**config.mk**
```make
export PLATFORM = sky130hd
export DESIGN_NAME = timer16_control_status_irq
export DESIGN_NICKNAME = d
export VERILOG_FILES = /design/src/core/timer16_control_status_irq.v
export VERILOG_INCLUDE_DIRS = /design/src /design/src/core
export SDC_FILE = /design/constraint.sdc
export NUM_CORES = 1
export LEC_CHECK = 0
export ABC_AREA = 1
export BUFFER_PORTS_ARGS = -buffer_cell sky130_fd_sc_hd__buf_4
export CORE_MARGIN = 2
export CORE_UTILIZATION = 50
export CTS_BUF_LIST = sky130_fd_sc_hd__clkbuf_16
export DETAILED_ROUTE_END_ITERATION = 12
export PLACE_DENSITY_LB_ADDON = 0.05
export SLEW_MARGIN = 40
export SYNTH_ARGS = -nofsm -noshare
export SYNTH_HDL_FRONTEND = slang
export SYNTH_SLANG_ARGS = --single-unit
```
**constraint.sdc**
```tcl
create_clock -name clk -period 5.6 [get_ports clk]
set_clock_uncertainty 0.05 [all_clocks]
set_input_delay 1.12 -clock clk [delete_from_list [all_inputs] [get_ports clk]]
set_output_delay 1.12 -clock clk [all_outputs]
set_load 0.01 [all_outputs]
```
**src/core/timer16_map.vh**
```
// Overview of operation
// - all timer events share one gated request
// - events wake from wait, never halt
// - control-a bits 7..5 enable interrupt groups
// - control-a bit 4 forces level two
// - control-a bit 3 forces level one
// - level two on compare-2, pin-1 in pulse modes
// - control-a bit 1 picks capture-1 edge
// - compare-1 match copies level one to pin
// - control-b bit 7 gates only pin one
// - control-b bit 6 gates only pin two
// - single-pulse mode fires from capture-1 edge
// - pwm mode: compare-1 width, compare-2 period
// - control-b bits 3:2 select clock divider
// - no external pin: external select stops counter
// - control-b bit 1 picks capture-2 edge
// - control-b bit 0 picks external clock edge
// - capture-one flag: set, cleared via status+low
// - compare-one flag: match, cleared via status+low
// - overflow flag cleared via status+counter low only
// - capture-two and compare-two flags likewise
// - status read only, low bits zero
// - capture-1 loads whole 16-bit counter, FFFD in pulse mode
// - pulse and pwm both set: pwm wins
// - pwm compare-2 reloads counter with FFFC
`ifndef TIMER16_MAP_VH
`define TIMER16_MAP_VH

// register byte addresses
`define A_CTRL_A      8'h00
`define A_CTRL_B      8'h04
`define A_FLAGS       8'h08
`define A_CAP1_HI     8'h0C
`define A_CAP1_LO     8'h10
`define A_CMP1_HI     8'h14
`define A_CMP1_LO     8'h18
`define A_CMP2_HI     8'h1C
`define A_CMP2_LO     8'h20
`define A_CNT_HI      8'h24
`define A_CNT_LO      8'h28
`define A_ALT_HI      8'h2C
`define A_ALT_LO      8'h30
`define A_CAP2_HI     8'h34
`define A_CAP2_LO     8'h38

// control-a fields
`define CA_CAP_IE     7
`define CA_CMP_IE     6
`define CA_OVF_IE     5
`define CA_FORCE2     4
`define CA_FORCE1     3
`define CA_LVL2       2
`define CA_EDGE1      1
`define CA_LVL1       0
// control-b fields
`define CB_PIN1_EN    7
`define CB_PIN2_EN    6
`define CB_ONEPULSE   5
`define CB_PWM        4
`define CB_CLK_HI     3
`define CB_CLK_LO     2
`define CB_EDGE2      1
`define CB_EXT_EDGE   0
// flag positions
`define F_CAP1        7
`define F_CMP1        6
`define F_OVF         5
`define F_CAP2        4
`define F_CMP2        3

// clock select codes
`define CLK_DIV4      2'h0
`define CLK_DIV2      2'h1
`define CLK_DIV8      2'h2
`define CLK_EXT       2'h3

// reset and special values
`define CTRL_RST      8'h00
`define FLAGS_RST     8'h00
`define CNT_RST       16'hFFFC
`define CNT_TOP       16'hFFFF
`define CNT_OPM_CAP   16'hFFFD
`define CMP_RST       16'h8000
`define CAP_RST       16'h0000
`define FLAGS_MASK    8'hF8

`endif

```
**src/core/timer16_control_status_irq.v**
```verilog
`timescale 1ns/1ps
`include "timer16_map.vh"
module timer16_control_status_irq #(
   parameter HAS_EXT_CLK = 1
) (
   // clock and reset
   input  wire        clk,
   input  wire        sys_rst,
   // apb slave
   input  wire        psel,
   input  wire        penable,
   input  wire        pwrite,
   input  wire [7:0]  paddr,
   input  wire [31:0] pwdata,
   output reg  [31:0] prdata,
   output reg         pready,
   output reg         pslverr,
   // cpu side
   input  wire        cpu_irq_mask,
   input  wire        wait_mode,
   input  wire        halt_mode,
   output reg         timer_irq,
   output reg         wake_from_wait,
   // pins
   input  wire        capture_one_input_pin,
   input  wire        capture_two_input_pin,
   input  wire        external_clock_pin,
   output reg         compare_one_output_pin,
   output reg         compare_one_pin_enable,
   output reg         compare_two_output_pin,
   output reg         compare_two_pin_enable
);

   reg  [7:0]  ctrl_a_q;
   reg  [7:0]  ctrl_b_q;
   reg  [7:0]  flags_q;
   reg  [7:0]  armed_q;
   reg  [15:0] cnt_q;
   reg  [15:0] cap1_q;
   reg  [15:0] cap2_q;
   reg  [15:0] cmp1_q;
   reg  [15:0] cmp2_q;
   reg         cmp1_hold_q;
   reg         cmp2_hold_q;
   reg  [2:0]  presc_q;
   reg         cap1_prev_q;
   reg         cap2_prev_q;
   reg         ext_prev_q;
   reg         lvl1_q;
   reg         lvl2_q;

   // one-hot address decode; zero means unmapped
   function [14:0] decode;
      input [7:0] a;
      begin
         decode = 15'h0000;
         case (a)
            `A_CTRL_A:  decode[0]  = 1'b1;
            `A_CTRL_B:  decode[1]  = 1'b1;
            `A_FLAGS:   decode[2]  = 1'b1;
            `A_CAP1_HI: decode[3]  = 1'b1;
            `A_CAP1_LO: decode[4]  = 1'b1;
            `A_CMP1_HI: decode[5]  = 1'b1;
            `A_CMP1_LO: decode[6]  = 1'b1;
            `A_CMP2_HI: decode[7]  = 1'b1;
            `A_CMP2_LO: decode[8]  = 1'b1;
            `A_CNT_HI:  decode[9]  = 1'b1;
            `A_CNT_LO:  decode[10] = 1'b1;
            `A_ALT_HI:  decode[11] = 1'b1;
            `A_ALT_LO:  decode[12] = 1'b1;
            `A_CAP2_HI: decode[13] = 1'b1;
            `A_CAP2_LO: decode[14] = 1'b1;
            default:    decode     = 15'h0000;
         endcase
      end
   endfunction

   // edge match on a sampled pin: sel 1 rising, 0 falling
   function edge_hit;
      input now;
      input prev;
      input sel;
      begin
         edge_hit = sel ? (now & ~prev) : (~now & prev);
      end
   endfunction

   // terminal prescaler count for each clock code
   function [2:0] div_top;
      input [1:0] sel;
      begin
         case (sel)
            `CLK_DIV2: div_top = 3'h1;
            `CLK_DIV4: div_top = 3'h3;
            `CLK_DIV8: div_top = 3'h7;
            default:   div_top = 3'h0;
         endcase
      end
   endfunction

   wire [14:0] sel_dec  = decode(paddr);
   wire        mapped   = |sel_dec;
   wire        done     = psel & penable & pready;
   wire        wr_ok    = done & pwrite & mapped;
   wire        rd_ok    = done & ~pwrite & mapped;
   wire        acc_ok   = done & mapped;
   wire [7:0]  wbyte    = pwdata[7:0];

   wire        pwm_on   = ctrl_b_q[`CB_PWM];
   wire        opm_on   = ctrl_b_q[`CB_ONEPULSE] & ~pwm_on;
   wire [1:0]  clk_sel  = {ctrl_b_q[`CB_CLK_HI], ctrl_b_q[`CB_CLK_LO]};

   // timer tick
   wire        ext_edge = edge_hit(external_clock_pin, ext_prev_q,
                                   ctrl_b_q[`CB_EXT_EDGE]);
   wire        ext_tick = (HAS_EXT_CLK != 0) & ext_edge;
   wire        int_tick = (presc_q == div_top(clk_sel));
   wire        tick     = ~halt_mode &
                          ((clk_sel == `CLK_EXT) ? ext_tick : int_tick);

   // pin events
   wire        cap1_edge = edge_hit(capture_one_input_pin, cap1_prev_q,
                                    ctrl_a_q[`CA_EDGE1]);
   wire        cap2_edge = edge_hit(capture_two_input_pin, cap2_prev_q,
                                    ctrl_b_q[`CB_EDGE2]);
   // capture-1 pin is disconnected in pwm mode
   wire        cap1_ev   = cap1_edge & ~pwm_on & ~halt_mode;
   wire        cap2_ev   = cap2_edge & ~halt_mode;

   wire        cmp1_hit  = tick & ~cmp1_hold_q & (cnt_q == cmp1_q);
   wire        cmp2_hit  = tick & ~cmp2_hold_q & (cnt_q == cmp2_q);
   wire        ovf_hit   = tick & (cnt_q == `CNT_TOP);
   wire        cnt_wr    = wr_ok & (sel_dec[10] | sel_dec[12]);

   // flag set terms
   reg  [7:0]  set_v;
   reg  [7:0]  clr_v;
   always @* begin
      set_v = 8'h00;
      set_v[`F_CAP1] = cap1_ev | (pwm_on & cmp2_hit);
      set_v[`F_CMP1] = cmp1_hit & ~pwm_on & ~opm_on;
      set_v[`F_OVF]  = ovf_hit;
      set_v[`F_CAP2] = cap2_ev;
      set_v[`F_CMP2] = cmp2_hit & ~pwm_on;
      clr_v = 8'h00;
      // a low-byte access clears the flag only if status was read first
      clr_v[`F_CAP1] = acc_ok & sel_dec[4] & armed_q[`F_CAP1];
      clr_v[`F_CMP1] = acc_ok & sel_dec[6] & armed_q[`F_CMP1];
      clr_v[`F_OVF]  = acc_ok & sel_dec[10] & armed_q[`F_OVF];
      clr_v[`F_CAP2] = acc_ok & sel_dec[14] & armed_q[`F_CAP2];
      clr_v[`F_CMP2] = acc_ok & sel_dec[8] & armed_q[`F_CMP2];
   end

   wire [7:0]  flags_d = ((flags_q & ~clr_v) | set_v) & `FLAGS_MASK;

   wire        irq_any = (ctrl_a_q[`CA_CAP_IE] &
                          (flags_q[`F_CAP1] | flags_q[`F_CAP2])) |
                         (ctrl_a_q[`CA_CMP_IE] &
                          (flags_q[`F_CMP1] | flags_q[`F_CMP2])) |
                         (ctrl_a_q[`CA_OVF_IE] & flags_q[`F_OVF]);

   // apb slave: one wait state, answer registered
   always @(posedge clk or posedge sys_rst) begin
      if (sys_rst) begin
         pready  <= 1'b0;
         pslverr <= 1'b0;
         prdata  <= 32'h00000000;
      end else begin
         pready  <= psel & penable & ~pready;
         pslverr <= psel & penable & ~pready & ~mapped;
         if (psel & penable & ~pready & ~pwrite) begin
            case (1'b1)
               sel_dec[0]:  prdata <= {24'h000000, ctrl_a_q};
               sel_dec[1]:  prdata <= {24'h000000, ctrl_b_q};
               sel_dec[2]:  prdata <= {24'h000000, flags_q};
               sel_dec[3]:  prdata <= {24'h000000, cap1_q[15:8]};
               sel_dec[4]:  prdata <= {24'h000000, cap1_q[7:0]};
               sel_dec[5]:  prdata <= {24'h000000, cmp1_q[15:8]};
               sel_dec[6]:  prdata <= {24'h000000, cmp1_q[7:0]};
               sel_dec[7]:  prdata <= {24'h000000, cmp2_q[15:8]};
               sel_dec[8]:  prdata <= {24'h000000, cmp2_q[7:0]};
               sel_dec[9]:  prdata <= {24'h000000, cnt_q[15:8]};
               sel_dec[10]: prdata <= {24'h000000, cnt_q[7:0]};
               sel_dec[11]: prdata <= {24'h000000, cnt_q[15:8]};
               sel_dec[12]: prdata <= {24'h000000, cnt_q[7:0]};
               sel_dec[13]: prdata <= {24'h000000, cap2_q[15:8]};
               sel_dec[14]: prdata <= {24'h000000, cap2_q[7:0]};
               default:     prdata <= 32'h00000000;
            endcase
         end else begin
            prdata <= 32'h00000000;
         end
      end
   end

   // control, compare values and flags
   always @(posedge clk or posedge sys_rst) begin
      if (sys_rst) begin
         ctrl_a_q    <= `CTRL_RST;
         ctrl_b_q    <= `CTRL_RST;
         flags_q     <= `FLAGS_RST;
         armed_q     <= `FLAGS_RST;
         cmp1_q      <= `CMP_RST;
         cmp2_q      <= `CMP_RST;
         cmp1_hold_q <= 1'b0;
         cmp2_hold_q <= 1'b0;
      end else begin
         if (wr_ok & sel_dec[0])
            ctrl_a_q <= wbyte;
         if (wr_ok & sel_dec[1])
            ctrl_b_q <= wbyte;
         // compare is held off between high and low byte writes
         if (wr_ok & sel_dec[5]) begin
            cmp1_q[15:8] <= wbyte;
            cmp1_hold_q  <= 1'b1;
         end
         if (wr_ok & sel_dec[6]) begin
            cmp1_q[7:0]  <= wbyte;
            cmp1_hold_q  <= 1'b0;
         end
         if (wr_ok & sel_dec[7]) begin
            cmp2_q[15:8] <= wbyte;
            cmp2_hold_q  <= 1'b1;
         end
         if (wr_ok & sel_dec[8]) begin
            cmp2_q[7:0]  <= wbyte;
            cmp2_hold_q  <= 1'b0;
         end
         flags_q <= flags_d;
         // status read arms the flags that were set; clearing disarms
         if (rd_ok & sel_dec[2])
            armed_q <= flags_q & ~clr_v;
         else
            armed_q <= armed_q & ~clr_v & flags_d;
      end
   end

   // counter, prescaler, captures, edge history
   always @(posedge clk or posedge sys_rst) begin
      if (sys_rst) begin
         cnt_q       <= `CNT_RST;
         presc_q     <= 3'h0;
         cap1_q      <= `CAP_RST;
         cap2_q      <= `CAP_RST;
         cap1_prev_q <= 1'b0;
         cap2_prev_q <= 1'b0;
         ext_prev_q  <= 1'b0;
      end else begin
         cap1_prev_q <= capture_one_input_pin;
         cap2_prev_q <= capture_two_input_pin;
         ext_prev_q  <= external_clock_pin;
         if (halt_mode | int_tick | (clk_sel == `CLK_EXT))
            presc_q <= 3'h0;
         else
            presc_q <= presc_q + 3'h1;
         if (cnt_wr)
            cnt_q <= `CNT_RST;
         else if (opm_on & cap1_ev)
            cnt_q <= `CNT_RST;
         else if (pwm_on & cmp2_hit)
            cnt_q <= `CNT_RST;
         else if (tick)
            cnt_q <= cnt_q + 16'h0001;
         if (cap1_ev) begin
            if (opm_on)
               cap1_q <= `CNT_OPM_CAP;
            else
               cap1_q <= cnt_q;
         end
         if (cap2_ev)
            cap2_q <= cnt_q;
      end
   end

   // pin levels: internal compare logic runs whatever the pin enables
   always @(posedge clk or posedge sys_rst) begin
      if (sys_rst) begin
         lvl1_q <= 1'b0;
         lvl2_q <= 1'b0;
      end else begin
         if (ctrl_a_q[`CA_FORCE1])
            lvl1_q <= ctrl_a_q[`CA_LVL1];
         else if (pwm_on & cmp2_hit)
            lvl1_q <= ctrl_a_q[`CA_LVL2];
         else if (opm_on & cap1_ev)
            lvl1_q <= ctrl_a_q[`CA_LVL2];
         else if (cmp1_hit)
            lvl1_q <= ctrl_a_q[`CA_LVL1];
         if (ctrl_a_q[`CA_FORCE2])
            lvl2_q <= ctrl_a_q[`CA_LVL2];
         else if (cmp2_hit & ~pwm_on & ~opm_on)
            lvl2_q <= ctrl_a_q[`CA_LVL2];
      end
   end

   // registered pin drivers and cpu signals
   always @(posedge clk or posedge sys_rst) begin
      if (sys_rst) begin
         compare_one_output_pin <= 1'b0;
         compare_one_pin_enable <= 1'b0;
         compare_two_output_pin <= 1'b0;
         compare_two_pin_enable <= 1'b0;
         timer_irq              <= 1'b0;
         wake_from_wait         <= 1'b0;
      end else begin
         compare_one_output_pin <= lvl1_q;
         compare_one_pin_enable <= ctrl_b_q[`CB_PIN1_EN];
         compare_two_output_pin <= lvl2_q;
         compare_two_pin_enable <= ctrl_b_q[`CB_PIN2_EN];
         timer_irq              <= irq_any & ~cpu_irq_mask;
         // halt gives no wake; only wait does
         wake_from_wait         <= irq_any & ~cpu_irq_mask & wait_mode &
                                   ~halt_mode;
      end
   end

endmodule

```
Word-level counts from Yosys, hierarchy flattened
Cells that the tools add are included.
{"block": "classes", "add_sub_neg": 2, "multipliers": 0, "n_div": 0, "magnitude_cmp": 0, "eq_ne": 21, "n_shift": 0, "n_mux": 53, "n_bitwise": 84, "n_reduce_logical": 8}
{"cell": "two-way mux 8 bit", "count": 16}
{"cell": "two-way mux 16 bit", "count": 5}
{"cell": "bitwise AND 1 bit", "count": 56}
{"cell": "equality test 8 x 6 -> 1 bit, second input constant", "count": 7}
{"cell": "equality test 16 bit", "count": 2}
{"cell": "equality test 8 x 5 -> 1 bit, second input constant", "count": 4}
{"cell": "two-way mux 32 bit", "count": 1}
{"cell": "two-way mux 1 bit", "count": 29}
{"cell": "bitwise AND 8 bit", "count": 3}
{"cell": "adder 16 x 1 -> 16 bit, second input constant", "count": 1}
{"cell": "equality test 16 bit, second input constant", "count": 1}
{"cell": "equality test 8 x 4 -> 1 bit, second input constant", "count": 2}
{"cell": "inverter 1 bit", "count": 15}
{"cell": "OR reduction 15 bit", "count": 1}
{"cell": "one-hot mux 3 bit (3 select lines)", "count": 1}
{"cell": "equality test 8 x 3 -> 1 bit, second input constant", "count": 1}
{"cell": "zero test 8 bit", "count": 1}
{"cell": "inverter 8 bit", "count": 1}
{"cell": "bitwise OR 1 bit", "count": 8}
{"cell": "bitwise OR 8 bit", "count": 1}
{"cell": "nonzero test 4 bit", "count": 2}
{"cell": "nonzero test 2 bit", "count": 3}
{"cell": "equality test 2 bit, second input constant", "count": 2}
{"cell": "adder 3 x 1 -> 3 bit, second input constant", "count": 1}
{"cell": "4 further kinds", "count": 4}
{"block": "word_totals", "register_bits": 159, "latchBits": 0, "ram_bits": 0, "rom_bits": 0, "in_bits": 51, "wordCells": 196, "memories": 0}

Logic depth before layout (Yosys ltp)
{"block": "logic_depth", "depth_word": 18, "mapped_depth": 15, "mapped_depth_nobuf": 15}

Worst setup path after synthesis
Ideal clock, no wire load.
{"block": "synth_path", "kind": "input -> register", "from": "in paddr[6]", "to": "reg ctrl_a_q[0]", "setup_ns": 0.121, "t_arrival_ns": 2.560, "required_ns": 5.429, "path_slack_ns": 2.869, "cell_stages": 13, "path_buffers": 1, "path_cell_list": "inv_1 > nand2_1 > nor3_1 > inv_2 > nor2_4 > nor2_2 > nand4_4 > nand2_4 > nor2_8 > nand2_4 > buf_6 > nand2_1 > o21ai_2"}
{"block": "synth_between", "elab_chain_cells": 5}
{"element": "start, declared", "line": "timer16_control_status_irq.v:13", "rtl": "input wire [7:0] paddr,"}
{"element": "equality test 8 x 3 -> 1 bit, or another cell as far along", "line": "timer16_control_status_irq.v:57", "rtl": "case (a)"}
{"element": "two-way mux 1 bit", "line": "timer16_control_status_irq.v:57"}
{"element": "OR reduction 15 bit", "line": "timer16_control_status_irq.v:102", "rtl": "wire mapped = |sel_dec;"}
{"element": "bitwise AND 1 bit", "line": "timer16_control_status_irq.v:104", "rtl": "wire wr_ok = done & pwrite & mapped;"}
{"element": "bitwise AND 1 bit *", "line": "timer16_control_status_irq.v:208", "rtl": "if (wr_ok & sel_dec[0])"}
{"element": "end signal, assigned", "line": "timer16_control_status_irq.v:199", "rtl": "ctrl_a_q <= `CTRL_RST;"}
{"element": "end signal, assigned", "line": "timer16_control_status_irq.v:209", "rtl": "ctrl_a_q <= wbyte;"}
{"element": "end, declared", "line": "timer16_control_status_irq.v:34", "rtl": "reg [7:0] ctrl_a_q;"}
Mark *: on every way between the ends. The rest lies on a longest branch, timed or not.
A chain may end at the register's enable or synchronous reset.

Worst setup path in the final report
{"block": "layout_path", "from": "in paddr[1]", "to": "reg cmp2_q[13]"}
{"block": "layout_between", "elab_chain_cells": 5}
{"element": "equality test 8 x 3 -> 1 bit, or another cell as far along", "line": "timer16_control_status_irq.v:57"}
{"element": "two-way mux 1 bit", "line": "timer16_control_status_irq.v:57"}
{"element": "OR reduction 15 bit", "line": "timer16_control_status_irq.v:102"}
{"element": "bitwise AND 1 bit", "line": "timer16_control_status_irq.v:104"}
{"element": "bitwise AND 1 bit *", "line": "timer16_control_status_irq.v:221", "rtl": "if (wr_ok & sel_dec[7]) begin"}
{"element": "end signal, assigned", "line": "timer16_control_status_irq.v:204", "rtl": "cmp2_q <= `CMP_RST;"}
{"element": "end signal, assigned", "line": "timer16_control_status_irq.v:222", "rtl": "cmp2_q[15:8] <= wbyte;"}
{"element": "end, declared", "line": "timer16_control_status_irq.v:42", "rtl": "reg [15:0] cmp2_q;"}
Marks and branches as above.

==> results.tsv <==
metric	value	unit
GR Overflow Total	0	
Detail Placement HPWL	15700	um
Final Util	0.577	
worst-path fanout max	16	
placed inst area	7770	um2
Routed wire per std cell	18.4	um
Mapped Cells	955	
combinational power share	0.088	
LEAKAGE	4.11	nW
Post-CTS Repair Setup Buffers	0	
Area growth syn-to-layout	13.0	%
final hold vios	0	
drt via density	5.38	
DR iter-0 viols	807	
pins over their slew limit	0	
final worst path period share	0.581	
Startpoint Class	input pin	
# resized after CTS	0	
FFs w/ async S/R, synth	1.00	
Worst Hold Class	reg2reg	
final wirelength	21800	um
ant diodes	0	
CP top delay family	simple AND/OR/NAND/NOR gates	
vias post-DR	6382	
crit-path cells	buf_4 -> nor2_4 -> nand2_4 -> nor2_1 -> nor3_1 -> nand4_4 -> nand3_1 -> o21ai_0	
critical path buffer and inverter count	1	
Worst Path Class, Setup	in2reg	
initial antenna violation count	0	
first-pass GRT wire length	34900	um
slew margin rel.	0.477	
setup TNS	0	ps
flops & latches, synth	132	
CTS Hold Bufs	0	
CP startpoint	paddr[1]	
switch share	0.257	
Post-synth EDFFs	0	
Cell Int Power	0.00181	W
Place WS	1880	ps
CP arrival	3530	ps
top-count cell post-synth	nand2_1	
main area contributors after synthesis	dfrtp_1 39%, nand2_1 13%, dfstp_2 5.7%	
Longest Clk Path Bufs	2	
Critical Path RT	5870	ps
worst setup margin	2340	ps
Tot Pwr	0.00244	W
RSZ-0062 raised after global routing	false	
top-area cell type share of the netlist area	0.391	
clock buffer count from CTS	17	
final setup fails	0	
Yosys cell types	46	
CTS clk-pin slew, worst paths	60	ps
Ports	91	
synthesized area	7420	um2
largest net degree at the start of global routing	102	
total power per unit cell area	291	nW/um2
Core ar.	14500	um2
register area share after synthesis	0.448	
CTS tree	yes	
Rows	44	
area leader, netlist	dfrtp_1	
maximum clock frequency	0.307	GHz
Sink Count	132	
synth cell count leaders	260 x nand2_1, 116 x dfrtp_1, 98 x inv_1	
max incr delay on CP	620	ps
synthesis warning total	0	
Die Span Y	126	um
IO Port Bufs	42	
Sequential Power Share	0.432	
clock latency on the worst-skew pair	430	ps
Mean Syn Cell Area	7.77	um2
net switching power	0.000627	W
First-pass DRT Iterations	6	
Slew @ Worst Pin	782	ps
layout cells sized above 1	0.149	
number of global-route vias before repair	6050	
Final ANT Viol Nets	0	
worst hold start	lvl2_q	
Layout Nets	1043	
Clk Tree Root Cell	clkbuf_16	
reg2reg start	ctrl_b_q[4]	
gpl congestion	0.952	
# DRC	0	
maximum VDD drop	0.000224	V
H-tree levels	4	
die area	15800	um2
status	finished, final reports clean	
Total GRT Usage	0.290	
starting density of the core	0.511	
Max-cap violations	0	
Die X	126	um
Slowest-stage cell, CP	nor2_1	
critical path endpoint category	flop	
Clock Power Share	0.480	
dominant synthesized flop cell	dfrtp_1	
post-layout min period	3260	ps
post-route cell area	8390	um2
==> layer usage <==
metal / global-route usage / share of wire / wire [um]
met5: 0 / 0 / 0
met4: 0.0931 / 0.018 / 394
met3: 0.0561 / 0.071 / 1540
met2: 0.418 / 0.43 / 9380
met1: 0.440 / 0.48 / 10500
==> placed cells by master (no fill, tap or decap), types with 17 or more instances in the layout <==
| master | instances |
|---|---|
| conb_1 | 24 |
| buf_4 | 45 |
| a21oi_1 | 48 |
| nor2_1 | 58 |
| inv_1 | 97 |
| nand3_1 | 50 |
| clkbuf_16 | 17 |
| nand2_1 | 260 |
| nand4_1 | 32 |
| o21ai_0 | 67 |
| o21ai_1 | 30 |
| dfrtp_1 | 116 |
==> cells by family (layout without fill, tap and decap cells) <==
family | after synthesis | count (layout) | synth area share
and+or+nand+nor | 459 | 459 | 0.289
muxes | 1 | 1 | 0.00135
DFF | 132 | 132 | 0.448
AOI/OAI and AO/OA | 178 | 178 | 0.133
other | 1 | 24 | 0.000505
adders and majority gates | 2 | 2 | 0.00337
buffers and inverters | 160 | 185 | 0.0985
xor gates and xnor gates | 22 | 22 | 0.0260
==> power by group through the flow <==
stage / logic, W / clock network (W) / registers, W
final: 0.000216 / 0.00117 / 0.00105
after detailed placement: 0.000215 / 0 / 0.00107
after global placement: 0.000211 / 0 / 0.00107
after floorplan: 0.000166 / 0 / 0.00104
after global routing: 0.000247 / 0.00122 / 0.00106
after CTS: 0.000216 / 0.00118 / 0.00105
==> worst register-to-register path: stages (launching register included) <==
cell and delay [ps]:
dfrtp_1 490, nor2_1 150, nand3_1 540, inv_1 550, nand2_1 160, nand2_1 190
inv_1 280, nand4_1 190, nand2_1 60
==> through the flow <==
step           hold WS [ps]  instances
6_report                331       1187
3_3_place_gp            321       1155
2_1_floorplan           298        978
3_5_place_dp            323       1155
5_1_grt                 355       1187
4_1_cts                 336       1187
==> registers in the layout, summed over array words and instances, names as in the netlist, 3 cells and up <==
name,flops
presc_q,3
armed_q,5
prdata,8
ctrl_b_q,8
flags_q,5
cnt_q,16
cap2_q,16
ctrl_a_q,8
cmp2_q,16
cap1_q,16
cmp1_q,16
==> cell type report <==
cell class	instances	area, um2
fillers	1399	6150
multi-input cells	686	3460
flip-flops and latches	132	3320
clock buffers	17	425
inverters	108	418
repair buffers	45	338
well taps	184	230
clock inverters	15	188
==> path summary, 6_finish.rpt <==
check / endpoint / slack, ps / depth (start not counted)
hold reg to reg: compare_two_output_pin / 330 / 0
setup reg to reg: cnt_q[1] / 2800 / 8
min in group asynchronous: ctrl_b_q[4] / 780 / 2
setup / recovery: cmp2_q[13] / 2340 / 8
hold / removal: compare_two_output_pin / 330 / 0
max in group asynchronous: cnt_q[6] / 3810 / 3
No activity file was read; power rests on OpenSTA's default activity.
